## src/pkg/scerr_pkg.sv

```systemverilog
package scerr_pkg;

	// ------------------------------------------------------------
	// bus geometry
	// ------------------------------------------------------------
	localparam int AXI_AW = 8; // byte address width of the slave
	localparam int AXI_DW = 32; // data width
	localparam logic [1:0] RESP_OKAY = 2'h0; // normal answer
	localparam logic [1:0] RESP_SLVERR = 2'h2; // unmapped address

	// ------------------------------------------------------------
	// register offsets (byte addresses)
	// ------------------------------------------------------------
	localparam logic [AXI_AW-1:0] OFF_STATUS = 8'h00; // host_interrupt_status
	localparam logic [AXI_AW-1:0] OFF_MASK = 8'h04; // interrupt mask, same layout
	localparam logic [AXI_AW-1:0] OFF_CMD = 8'h08; // host_command_reg
	localparam logic [AXI_AW-1:0] OFF_RESP = 8'h0C; // last response word, read only

	// ------------------------------------------------------------
	// field positions
	// ------------------------------------------------------------
	localparam int ERR_FLAGS = 3; // command error flags held here
	localparam int BIT_CTO = 16; // resp_timeout_err, lowest flag
	localparam int BIT_RESP_CRC_ERR = 17; // resp_crc_err
	localparam int BIT_CEB = 18; // resp_end_bit_err, highest flag
	localparam int BIT_SUM = 15; // error_summary, read only
	localparam int BIT_CMD_CRC_CHECK_EN = 19; // cmd_crc_check_en in host_command_reg
	localparam int IDX_CTO = 0; // flag index inside err
	localparam int IDX_RESP_CRC_ERR = 1;
	localparam int IDX_CEB = 2;
	localparam int LANE_ERR = 2; // byte lane holding bits 23:16

	// ------------------------------------------------------------
	// link framing and timing
	// ------------------------------------------------------------
	localparam logic [7:0] RESP_SHORT_BITS = 8'h30; // 48 bit response
	localparam logic [7:0] RESP_LONG_BITS = 8'h88; // 136 bit response
	localparam logic [7:0] LONG_HDR_BITS = 8'h08; // header outside crc on long frames
	localparam logic [7:0] CRC_TRAIL_BITS = 8'h08; // crc7 plus end bit
	localparam logic [7:0] FIRST_BIT = 8'h01; // index of the start bit
	localparam logic [6:0] CRC7_POLY = 7'h09; // x^7 + x^3 + 1
	localparam logic [6:0] TIMEOUT_CYCLES = 7'h40; // 64 interface clock cycles

	// ------------------------------------------------------------
	// types
	// ------------------------------------------------------------
	typedef enum logic [1:0] {SCERR_RX_IDLE, SCERR_RX_WAIT, SCERR_RX_RECV} scerr_rx_state_t;

	typedef struct packed {
		logic awvalid;
		logic [AXI_AW-1:0] awaddr;
		logic wvalid;
		logic [AXI_DW-1:0] wdata;
		logic [3:0] wstrb;
		logic bready;
		logic arvalid;
		logic [AXI_AW-1:0] araddr;
		logic rready;
	} scerr_axi_req_t;

	typedef struct packed {
		logic awready;
		logic wready;
		logic bvalid;
		logic [1:0] bresp;
		logic arready;
		logic rvalid;
		logic [AXI_DW-1:0] rdata;
		logic [1:0] rresp;
	} scerr_axi_rsp_t;

	typedef struct packed {
		logic sent; // pulse: end bit of a command left the host
		logic resp_long; // the awaited response is 136 bits
	} scerr_cmd_issue_t;

	typedef struct packed {
		logic rise; // pulse: interface clock rose
		logic bit_val; // command line level at that rise
	} scerr_link_t;

	typedef struct packed {
		logic clk_meta;
		logic clk_sync;
		logic clk_prev;
		logic cmd_meta;
		logic cmd_sync;
		scerr_link_t out;
	} scerr_smp_state_t;

endpackage : scerr_pkg

```

## src/rtl/scerr_link_sampler.sv

```systemverilog
module scerr_link_sampler
(
	input wire logic clock,
	input wire logic rst_n,
	input wire logic sd_clk_pin,
	input wire logic sd_cmd_pin,
	output scerr_pkg::scerr_link_t link
);

	// ------------------------------------------------------------
	// state
	// ------------------------------------------------------------
	scerr_pkg::scerr_smp_state_t st; // registered copy
	scerr_pkg::scerr_smp_state_t next_st; // next copy

	// ------------------------------------------------------------
	// next state
	// ------------------------------------------------------------
	// the meta stages feed only the sync stages; edges are found one stage later
	always_comb
	begin
		next_st = st;
		next_st.clk_meta = sd_clk_pin;
		next_st.clk_sync = st.clk_meta;
		next_st.clk_prev = st.clk_sync;
		next_st.cmd_meta = sd_cmd_pin;
		next_st.cmd_sync = st.cmd_meta;
		// clock and line share the same delay, so the level is taken at the edge
		next_st.out.rise = st.clk_sync & ~st.clk_prev;
		next_st.out.bit_val = st.cmd_sync;
	end

	// ------------------------------------------------------------
	// registers
	// ------------------------------------------------------------
	// idle line reads high after reset so no false start bit appears
	always_ff @(posedge clock)
	begin
		if (!rst_n)
		begin
			st <= '{clk_meta: 1'b0, clk_sync: 1'b0, clk_prev: 1'b0, cmd_meta: 1'b1, cmd_sync: 1'b1,
				out: '{rise: 1'b0, bit_val: 1'b1}};
		end
		else
		begin
			st <= next_st;
		end
	end

	assign link = st.out;

endmodule : scerr_link_sampler

```

## src/rtl/scerr_status_regs.sv

```systemverilog
// Functional notes
// end bit zero sets resp_end_bit_err
// crc7 mismatch sets resp_crc_err when enabled
// no start within 64 clocks: timeout
// timeout declared only at cycle 64
// error_summary is or of bits 31:16
// error_summary ignores software writes
// write one clears flag, zero keeps
// flags stay set until cleared or reset
module scerr_status_regs
#(
	parameter logic [6:0] TO_CYCLES = scerr_pkg::TIMEOUT_CYCLES
)
(
	input wire logic clock,
	input wire logic rst_n,
	input scerr_pkg::scerr_axi_req_t axi_req,
	output scerr_pkg::scerr_axi_rsp_t axi_rsp,
	input scerr_pkg::scerr_cmd_issue_t cmd_issue,
	input wire logic sd_clk_pin,
	input wire logic sd_cmd_pin,
	output logic irq
);

	// ------------------------------------------------------------
	// state of the block
	// ------------------------------------------------------------
	typedef struct packed {
		scerr_pkg::scerr_rx_state_t rx; // response receiver
		logic [6:0] to_cnt; // interface clocks waited
		logic [7:0] bit_idx; // last received bit index
		logic long_resp; // frame length selector
		logic [6:0] crc_calc; // running crc7
		logic [6:0] crc_rx; // received crc7
		logic [31:0] shift; // payload shift register
		logic [31:0] resp_word; // last completed payload word
		logic [scerr_pkg::ERR_FLAGS-1:0] err; // sticky error flags
		logic [scerr_pkg::ERR_FLAGS-1:0] mask; // interrupt mask
		logic crc_en; // cmd_crc_check_en
		logic irq; // interrupt line
		logic aw_have; // write address held
		logic w_have; // write data held
		logic [scerr_pkg::AXI_AW-1:0] aw_addr;
		logic [31:0] w_data;
		logic [3:0] w_strb;
		scerr_pkg::scerr_axi_rsp_t rsp; // registered bus outputs
	} scerr_state_t;

	localparam logic [6:0] TO_LAST = 7'(TO_CYCLES - 7'h01); // last counted clock

	scerr_state_t st; // registered copy
	scerr_state_t next_st; // next copy
	scerr_pkg::scerr_link_t link; // sampled link events
	logic ev_ceb; // end bit error event
	logic ev_resp_crc_err; // crc error event
	logic ev_cto; // timeout event
	logic ev_ok; // clean response event
	logic wr_fire; // write executes this cycle
	logic wr_status; // that write hits the status register
	logic [scerr_pkg::ERR_FLAGS-1:0] clr; // write-one-to-clear mask
	logic [7:0] idx; // index of the bit now arriving

	// ------------------------------------------------------------
	// helpers
	// ------------------------------------------------------------
	// word compare, byte offset bits ignored
	function automatic logic is_reg(input logic [scerr_pkg::AXI_AW-1:0] a, input logic [scerr_pkg::AXI_AW-1:0] off);
		is_reg = (a[scerr_pkg::AXI_AW-1:2] == off[scerr_pkg::AXI_AW-1:2]);
	endfunction : is_reg

	// total bits in a response frame
	function automatic logic [7:0] frame_len(input logic long_f);
		frame_len = long_f ? scerr_pkg::RESP_LONG_BITS : scerr_pkg::RESP_SHORT_BITS;
	endfunction : frame_len

	// bit belongs to the crc-covered region
	function automatic logic in_data(input logic [7:0] i, input logic long_f);
		logic [7:0] first;
		first = long_f ? 8'(scerr_pkg::LONG_HDR_BITS + scerr_pkg::FIRST_BIT) : scerr_pkg::FIRST_BIT;
		in_data = (i >= first) && (i <= 8'(frame_len(long_f) - scerr_pkg::CRC_TRAIL_BITS));
	endfunction : in_data

	// one serial step of crc7
	function automatic logic [6:0] crc7_step(input logic [6:0] c, input logic b);
		logic fb;
		fb = b ^ c[6];
		crc7_step = {c[5:0], 1'b0} ^ (fb ? scerr_pkg::CRC7_POLY : 7'h00);
	endfunction : crc7_step

	// status word as software sees it
	function automatic logic [31:0] status_word(input logic [scerr_pkg::ERR_FLAGS-1:0] e);
		status_word = 32'h0;
		status_word[scerr_pkg::BIT_CEB:scerr_pkg::BIT_CTO] = e;
		status_word[scerr_pkg::BIT_SUM] = |status_word[31:16];
	endfunction : status_word

	// ------------------------------------------------------------
	// link sampling
	// ------------------------------------------------------------
	scerr_link_sampler u_sampler
	(
		.clock(clock),
		.rst_n(rst_n),
		.sd_clk_pin(sd_clk_pin),
		.sd_cmd_pin(sd_cmd_pin),
		.link(link)
	);

	// ------------------------------------------------------------
	// next state
	// ------------------------------------------------------------
	always_comb
	begin
		next_st = st;
		ev_ceb = 1'b0;
		ev_resp_crc_err = 1'b0;
		ev_cto = 1'b0;
		ev_ok = 1'b0;
		clr = '0;
		idx = 8'(st.bit_idx + 8'h01);
		wr_fire = st.aw_have && st.w_have && !st.rsp.bvalid;
		wr_status = wr_fire && is_reg(st.aw_addr, scerr_pkg::OFF_STATUS);

		// response receiver on interface clock edges
		case (st.rx)
			scerr_pkg::SCERR_RX_IDLE:
			begin
				// a new command only counts once the previous one is done
				if (cmd_issue.sent)
				begin
					next_st.rx = scerr_pkg::SCERR_RX_WAIT;
					next_st.to_cnt = 7'h00;
					next_st.long_resp = cmd_issue.resp_long;
				end
			end
			scerr_pkg::SCERR_RX_WAIT:
			begin
				if (link.rise && !link.bit_val)
				begin
					// start bit inside the window
					next_st.rx = scerr_pkg::SCERR_RX_RECV;
					next_st.bit_idx = scerr_pkg::FIRST_BIT;
					next_st.crc_calc = in_data(scerr_pkg::FIRST_BIT, st.long_resp) ? crc7_step(7'h00, 1'b0) : 7'h00;
					next_st.crc_rx = 7'h00;
				end
				else if (link.rise && (st.to_cnt == TO_LAST))
				begin
					// a start bit ends the wait early; only the last counted rise times out
					ev_cto = 1'b1;
					next_st.rx = scerr_pkg::SCERR_RX_IDLE;
				end
				else if (link.rise)
				begin
					next_st.to_cnt = 7'(st.to_cnt + 7'h01);
				end
			end
			scerr_pkg::SCERR_RX_RECV:
			begin
				if (link.rise)
				begin
					next_st.bit_idx = idx;
					if (in_data(idx, st.long_resp))
					begin
						// covered bits feed crc and payload
						next_st.crc_calc = crc7_step(st.crc_calc, link.bit_val);
						next_st.shift = {st.shift[30:0], link.bit_val};
					end
					else if (idx < frame_len(st.long_resp))
					begin
						// header bits of a long frame shift harmlessly here too
						next_st.crc_rx = {st.crc_rx[5:0], link.bit_val};
					end
					else
					begin
						// end bit position
						ev_ceb = !link.bit_val;
						ev_resp_crc_err = st.crc_en && (st.crc_calc != st.crc_rx);
						ev_ok = link.bit_val && !ev_resp_crc_err;
						next_st.resp_word = st.shift;
						next_st.rx = scerr_pkg::SCERR_RX_IDLE;
					end
				end
			end
			default:
			begin
				next_st.rx = scerr_pkg::SCERR_RX_IDLE;
			end
		endcase

		// write address and data, taken in either order
		if (axi_req.awvalid && st.rsp.awready)
		begin
			next_st.aw_have = 1'b1;
			next_st.aw_addr = axi_req.awaddr;
		end
		if (axi_req.wvalid && st.rsp.wready)
		begin
			next_st.w_have = 1'b1;
			next_st.w_data = axi_req.wdata;
			next_st.w_strb = axi_req.wstrb;
		end
		if (st.rsp.bvalid && axi_req.bready)
		begin
			next_st.rsp.bvalid = 1'b0;
		end

		// write execution once both halves are held
		if (wr_fire)
		begin
			next_st.aw_have = 1'b0;
			next_st.w_have = 1'b0;
			next_st.rsp.bvalid = 1'b1;
			next_st.rsp.bresp = scerr_pkg::RESP_OKAY;
			if (wr_status)
			begin
				// the summary bit has no storage, so writing it does nothing
				clr = st.w_strb[scerr_pkg::LANE_ERR] ? st.w_data[scerr_pkg::BIT_CEB:scerr_pkg::BIT_CTO] : '0;
			end
			else if (is_reg(st.aw_addr, scerr_pkg::OFF_MASK))
			begin
				if (st.w_strb[scerr_pkg::LANE_ERR])
				begin
					next_st.mask = st.w_data[scerr_pkg::BIT_CEB:scerr_pkg::BIT_CTO];
				end
			end
			else if (is_reg(st.aw_addr, scerr_pkg::OFF_CMD))
			begin
				if (st.w_strb[scerr_pkg::LANE_ERR])
				begin
					next_st.crc_en = st.w_data[scerr_pkg::BIT_CMD_CRC_CHECK_EN];
				end
			end
			else if (!is_reg(st.aw_addr, scerr_pkg::OFF_RESP))
			begin
				// unmapped write answers SLVERR; the read-only response word accepts and drops writes
				next_st.rsp.bresp = scerr_pkg::RESP_SLVERR;
			end
		end

		// sticky flags: a new event beats a clear in the same cycle
		next_st.err = (st.err & ~clr) | {ev_ceb, ev_resp_crc_err, ev_cto};
		next_st.irq = |(next_st.err & next_st.mask);

		// read channel
		if (st.rsp.rvalid && axi_req.rready)
		begin
			next_st.rsp.rvalid = 1'b0;
		end
		if (axi_req.arvalid && st.rsp.arready)
		begin
			next_st.rsp.rvalid = 1'b1;
			next_st.rsp.rresp = scerr_pkg::RESP_OKAY;
			if (is_reg(axi_req.araddr, scerr_pkg::OFF_STATUS))
			begin
				next_st.rsp.rdata = status_word(st.err);
			end
			else if (is_reg(axi_req.araddr, scerr_pkg::OFF_MASK))
			begin
				next_st.rsp.rdata = status_word('0);
				next_st.rsp.rdata[scerr_pkg::BIT_CEB:scerr_pkg::BIT_CTO] = st.mask;
			end
			else if (is_reg(axi_req.araddr, scerr_pkg::OFF_CMD))
			begin
				next_st.rsp.rdata = 32'h0;
				next_st.rsp.rdata[scerr_pkg::BIT_CMD_CRC_CHECK_EN] = st.crc_en;
			end
			else if (is_reg(axi_req.araddr, scerr_pkg::OFF_RESP))
			begin
				next_st.rsp.rdata = st.resp_word;
			end
			else
			begin
				next_st.rsp.rdata = 32'h0;
				next_st.rsp.rresp = scerr_pkg::RESP_SLVERR;
			end
		end

		// readies follow from what is held, so they are plain flops
		next_st.rsp.awready = !next_st.aw_have && !next_st.rsp.bvalid;
		next_st.rsp.wready = !next_st.w_have && !next_st.rsp.bvalid;
		next_st.rsp.arready = !next_st.rsp.rvalid;
	end

	// ------------------------------------------------------------
	// registers
	// ------------------------------------------------------------
	// all-zero reset: receiver idle, flags clear, readies low for one cycle
	always_ff @(posedge clock)
	begin
		if (!rst_n)
		begin
			st <= '0;
		end
		else
		begin
			st <= next_st;
		end
	end

	assign axi_rsp = st.rsp;
	assign irq = st.irq;
endmodule : scerr_status_regs

```

## config.mk

```make
export PLATFORM = sky130hd
export DESIGN_NAME = scerr_status_regs
export DESIGN_NICKNAME = d
export VERILOG_FILES = /design/src/pkg/scerr_pkg.sv /design/src/rtl/scerr_link_sampler.sv /design/src/rtl/scerr_status_regs.sv
export SDC_FILE = /design/constraint.sdc
export NUM_CORES = 1
export LEC_CHECK = 0
export BUFFER_PORTS_ARGS = -buffer_cell sky130_fd_sc_hd__buf_2
export CAP_MARGIN = 0
export CELL_PAD_IN_SITES_DETAIL_PLACEMENT = 1
export CELL_PAD_IN_SITES_GLOBAL_PLACEMENT = 1
export CORE_MARGIN = 4
export CORE_UTILIZATION = 44
export CTS_BUF_LIST = sky130_fd_sc_hd__clkbuf_4 sky130_fd_sc_hd__clkbuf_8
export DETAILED_ROUTE_END_ITERATION = 8
export GPL_ROUTABILITY_DRIVEN = 0
export PLACE_DENSITY_LB_ADDON = 0.25
export SYNTH_ARGS = -nofsm -noshare
export SYNTH_HDL_FRONTEND = slang
export SYNTH_SLANG_ARGS = --single-unit
```

## constraint.sdc

```tcl
create_clock -name clock -period 3.5 [get_ports clock]
set_clock_uncertainty 0.05 [all_clocks]
set_input_delay 0.35 -clock clock [delete_from_list [all_inputs] [get_ports clock]]
set_output_delay 0.35 -clock clock [all_outputs]
set_load 0.01 [all_outputs]
```

### Word-level counts from Yosys, hierarchy flattened

Index checks and enable logic that the tools add are counted.

* register bits after elaboration: 185

* add/subtract/negate cells: 3
* $lt $le $gt $ge: 3
* equal/unequal tests: 21
* mux-type cells: 66
* bitwise gates (word level): 12
* reductions and logical operators: 36

Operators with widths (count)
* two-way mux 32 bit: 7
* two-way mux 78 bit: 1
* two-way mux 7 bit: 6
* two-way mux 35 bit: 1
* two-way mux 2 bit: 14
* one-hot mux 14 bit (2 select lines): 1
* equality test 6 x 2 -> 1 bit, second input constant: 4
* two-way mux 8 bit: 3
* AND reduction 5 bit: 4
* two-way mux 1 bit: 18
* two-way mux 3 bit: 6
* two-way mux 4 bit: 4
* != test 2 bit, second input constant: 8
* one-hot mux 8 bit (2 select lines): 1
* logical AND 1 bit: 14
* two-way mux 14 bit: 1
* one-hot mux 7 bit (2 select lines): 1
* equality test 6 x 1 -> 1 bit, second input constant: 2
* zero test 6 bit: 2
* two-way mux 9 bit: 1
* adder 8 x 1 -> 8 bit, second input constant: 1
* greater-or-equal comparator 8 x 4 -> 1 bit: 1
* <= comparator 8 bit: 1
* less-than comparator 8 bit: 1
* other kinds (23): 38

### Longest topological paths before layout

* depth after elaboration: 10
* gate-level depth with buffers: 13
* gate-level depth less buffers: 11

### By module

From an unflattened synthesis, not the netlist that was laid out.

* cells, all modules: 741
* area, all modules: 6855.3 um^2

Modules (own cells, without submodules)
* scerr_status_regs: times used 1, cells an instance 725, area each 6650.1 um^2, seq. area each 3123.0 um^2
* scerr_link_sampler: times used 1, cells an instance 16, area each 205.2 um^2, seq. area each 140.1 um^2

### Worst setup path after synthesis

OpenSTA, ideal clock, no wires.

* path kind: flip-flop to flip-flop
* from: reg st[176] (netlist bit)
* to: reg st[159] (netlist bit)
* library setup time: 0.070 ns
* arrival time: 2.786 ns
* required time: 3.380 ns
* path slack: 0.593 ns
* cell stages (with the launch flop): 12
* buffers on the path: 0
* cell sequence: dfxtp_1 > nand3_2 > nor2_1 > and3_1 > xor2_1 > ha_1 > nor2_1 > nand2_1 > a211oi_1 > a21oi_2 > or4_1 > a21oi_1

* cells in the longest elaborated chain, start to end: 5
* elaborated cells between the ends (all ways): 8
* classes of those cells: 1 x add/sub; 3 x order compare; 2 x eq/ne; 2 x reduce/logical

RTL lines
* from (decl): line scerr_status_regs.sv:51 `scerr_state_t st;`
* from (signal assigned): line scerr_status_regs.sv:296 `st <= next_st;`
* adder 8 x 1 -> 8 bit (*): line scerr_status_regs.sv:120 `idx = 8'(st.bit_idx + 8'h01);`
* greater-or-equal comparator 8 x 4 -> 1 bit / <= comparator 8 bit (equally long branches): line scerr_status_regs.sv:80 `in_data = (i >= first) && (i <= 8'(frame_len(long_f) - scerr_pkg::CRC_TRAIL_BITS));`
* logical AND 1 bit: line scerr_status_regs.sv:80
* != test 2 bit (no line)
* AND reduction 5 bit (no line) (*)

Every way passes the cells marked *; elsewhere a longest branch is shown, timed or not.
A chain may end at the register's enable or synchronous reset.

### Worst setup path after layout

Same ends and word-level chain as after synthesis.

==> impl_metrics.ini <==
[status]
outcome = completed

[finish]
final_util_pct = 48.36
fin_area_sq_um = 7352
drive_above_1_share_pct = 16.09
nets = 845
area_growth_pct = 8.015
diodes = 0

[clocking]
cts_tree = built
cts_setup_buffers = 0
clkLatencyLatePin_ps = 440
clock_sinks = 163
cts_root_buf = clkbuf_8
numCtsBuffers = 17
clkTransAtPathRegs_ps = 80
cts-htree-levels = 4
cts_buffer_depth = 2

[global_route]
grt_pass1_vias = 5405
grt_max_degree = 68
grt-ovfl-total = 0
grt_pass1_wl_um = 25680
grtUsageTotal_pct = 17.36
antenna_found_initial = 0

[sta]
clock.fmax_ghz = 0.3180
rsz0062_at_grt = false
setup_viol = 0
hold_violations = 0
post-route-period-util_pct = 89.84
worstMarginPinSlew_ps = 1129
maxSlewHeadroom_pct = 24.74
fin_tns_setup_ps = 0
maxSlewViolCount = 0
fin_crit_ps = 3145

[critical_path]
worstReg2RegStart = st[176]$_SDFFE_PN0P_
critPathLaunch = st[176]$_SDFFE_PN0P_
critPathArrivalTime_ps = 3460
worst-path-stages = 11
crit_buf_inv = 0
end_kind = flip-flop
path_class = flip-flop to flip-flop
rr_endpoint = st[159]$_SDFFE_PN0P_
endpoint = st[159]$_SDFFE_PN0P_
critPathTopFamily = simple AND/OR/NAND/NOR gates
path_cells = nand3_2, nor2_2, and3_1, xor2_1, ha_1, nor2_1, nand2_1, a211oi_2, a21oi_2, or4_1, a21oi_1
startpoint_type = flip-flop
critPathMaxFanout = 9
slowest_stage = dfxtp_1
crit_required_ps = 3820
r2r_slack_ps = 360
slowest_delay_ps = 480
rr_worst_depth = 11

[hold_path]
hold_path_depth = 2
hold_class = input port to flip-flop

[die]
core_area_sq_um = 15200
die_h_um = 132.4
row_count = 45
die_w_um = 132.4
start_util_pct = 44.77
ios = 105
die-area_sq_um = 17520

[yosys]
yosysSeqAreaShare_pct = 47.94
ys_types = 63
synth.avg_cell_area_sq_um = 8.956
synth_top_cell_by_area = dfxtp_1
syn_area_sq_um = 6807
synth_cells = 760
synth_common_cells = dfxtp_1, nand2_1, nand3_1
ys_ff_latch = 163
synth_edf_count = 0
synth_flop_cell = dfxtp_1
synth_area_leaders = dfxtp_1, nand3_1, nand2_1
yosysWarnings = 0
yosysTopAreaCellShare_pct = 47.94
synth.most_common_cell = dfxtp_1
synthArstFlopShare_pct = 0

[routing]
drt_iter0_drc = 321
wirelength_um = 14870
avgRoutedWirePerCell_um = 15.31
firstDrtPassIters = 4
dr_total_vias = 5248
ant_nets = 0
vias_per_cell = 5.405
drc = 0

[placement]
port_buffers = 67
place_area_sq_um = 6963
dp_hpwl_um = 10240

[flow_run]
max_cap_violations = 0

[pwr]
power.density_nw_per_um2 = 472.4
vdd_drop_max_uv = 228.0
power_leakage_uw = 0.002965
[state kept, by name, indices dropped and copies added (netlist names)]
signal / flops
axi_rsp: 39
irq: 1
st: 116
u_sampler.link: 2
u_sampler.next_st: 4
u_sampler.st: 1
[per-layer routing]
| layer | GRT usage [%] | vias to the layer above | share of wire [%] | routed length, um |
|---|---|---|---|---|
| li1 | - | 2613 | - | - |
| met1 | 21.39 | 2548 | 47 | 6938 |
| met2 | 30.01 | 68 | 49 | 7304 |
| met3 | 3.817 | 19 | 2.8 | 420 |
| met4 | 5.947 | 0 | 1.4 | 207 |
| met5 | 0 | - | 0 | 0 |
[worst min path at each step]
stage                                          start                               to  slack, ps
after floorplan           u_sampler.st[4]$_SDFF_PN0_     u_sampler.link[1]$_SDFF_PN0_        320
after global placement    u_sampler.st[4]$_SDFF_PN0_     u_sampler.link[1]$_SDFF_PN0_        330
after detailed placement  u_sampler.st[4]$_SDFF_PN0_     u_sampler.link[1]$_SDFF_PN0_        320
after CTS                                 sd_cmd_pin  u_sampler.next_st[2]$_SDFF_PN1_         10
after global routing                      sd_cmd_pin  u_sampler.next_st[2]$_SDFF_PN1_         20
final                                     sd_cmd_pin  u_sampler.next_st[2]$_SDFF_PN1_         40
[cells by family after synthesis]
kind of cell / after synthesis / share of synthesized area [%]
adder cells (fa/ha/maj): 10 / 1.838
AO/OA/AOI/OAI: 149 / 13.38
AND/OR/NAND/NOR: 283 / 20.17
flip-flops: 163 / 47.94
other: 1 / 0.05509
multiplexers: 39 / 5.790
XOR/XNOR: 20 / 2.574
buffers and inverters: 95 / 8.253
[through the flow]
| step | total power [uW] | hold WS [ps] | std cells | setup slack (ps) |
|---|---|---|---|---|
| 3_3_place_gp | 2175 | 325.0 | 941 | 433.7 |
| 6_report | 3473 | 37.42 | 971 | 355.5 |
| 4_1_cts | 3518 | 11.63 | 971 | 168.2 |
| 2_1_floorplan | 2118 | 317.4 | 761 | 593.1 |
| 5_1_grt | 3637 | 22.79 | 971 | 84.57 |
| 3_5_place_dp | 2188 | 325.0 | 941 | 254.9 |
[report_power, final]
part	internal (uW)	leakage, uW	switching (uW)	total [uW]
registers	1880	0.00132	24.9	1900
logic	81.8	0.00145	163	245
clock network	679	0.000195	647	1330
[repair_timing]
action | 4_1_cts | 5_1_grt
hold endpoints to repair | 0 | 0
endpoints found under the setup margin | 0 | 1
gates resized for setup | 0 | 2
hold buffers | 0 | 0
[area by class of cell]
| class | instances | area [sq um] |
|---|---|---|
| fill | 1758 | 7850 |
| sequential | 163 | 3263 |
| multi-input combinational | 503 | 2995 |
| timing repair buffer | 78 | 442.9 |
| clock buffer | 23 | 279.0 |
| tap | 188 | 235.2 |
| clock inverter | 7 | 102.6 |
| inverter | 9 | 33.78 |
[cell usage in the layout, fill, tap and decap left out, drive strengths merged, types with 4 or more instances in the layout]
master    n
ha       10
nand2   104
and2      7
xor2     12
dfxtp   163
buf      78
a21oi    58
nor4      5
xnor2     8
a22oi    10
nand3b    4
nand2b    9
clkbuf   23
nor3b     4
nand3    79
o22ai     6
and3      5
nor3      5
nor2     38
inv      10
mux2i    36
nand4b    6
o21a      4
nor2b     5
o21ai    50
(Power assumes the default switching activity.)
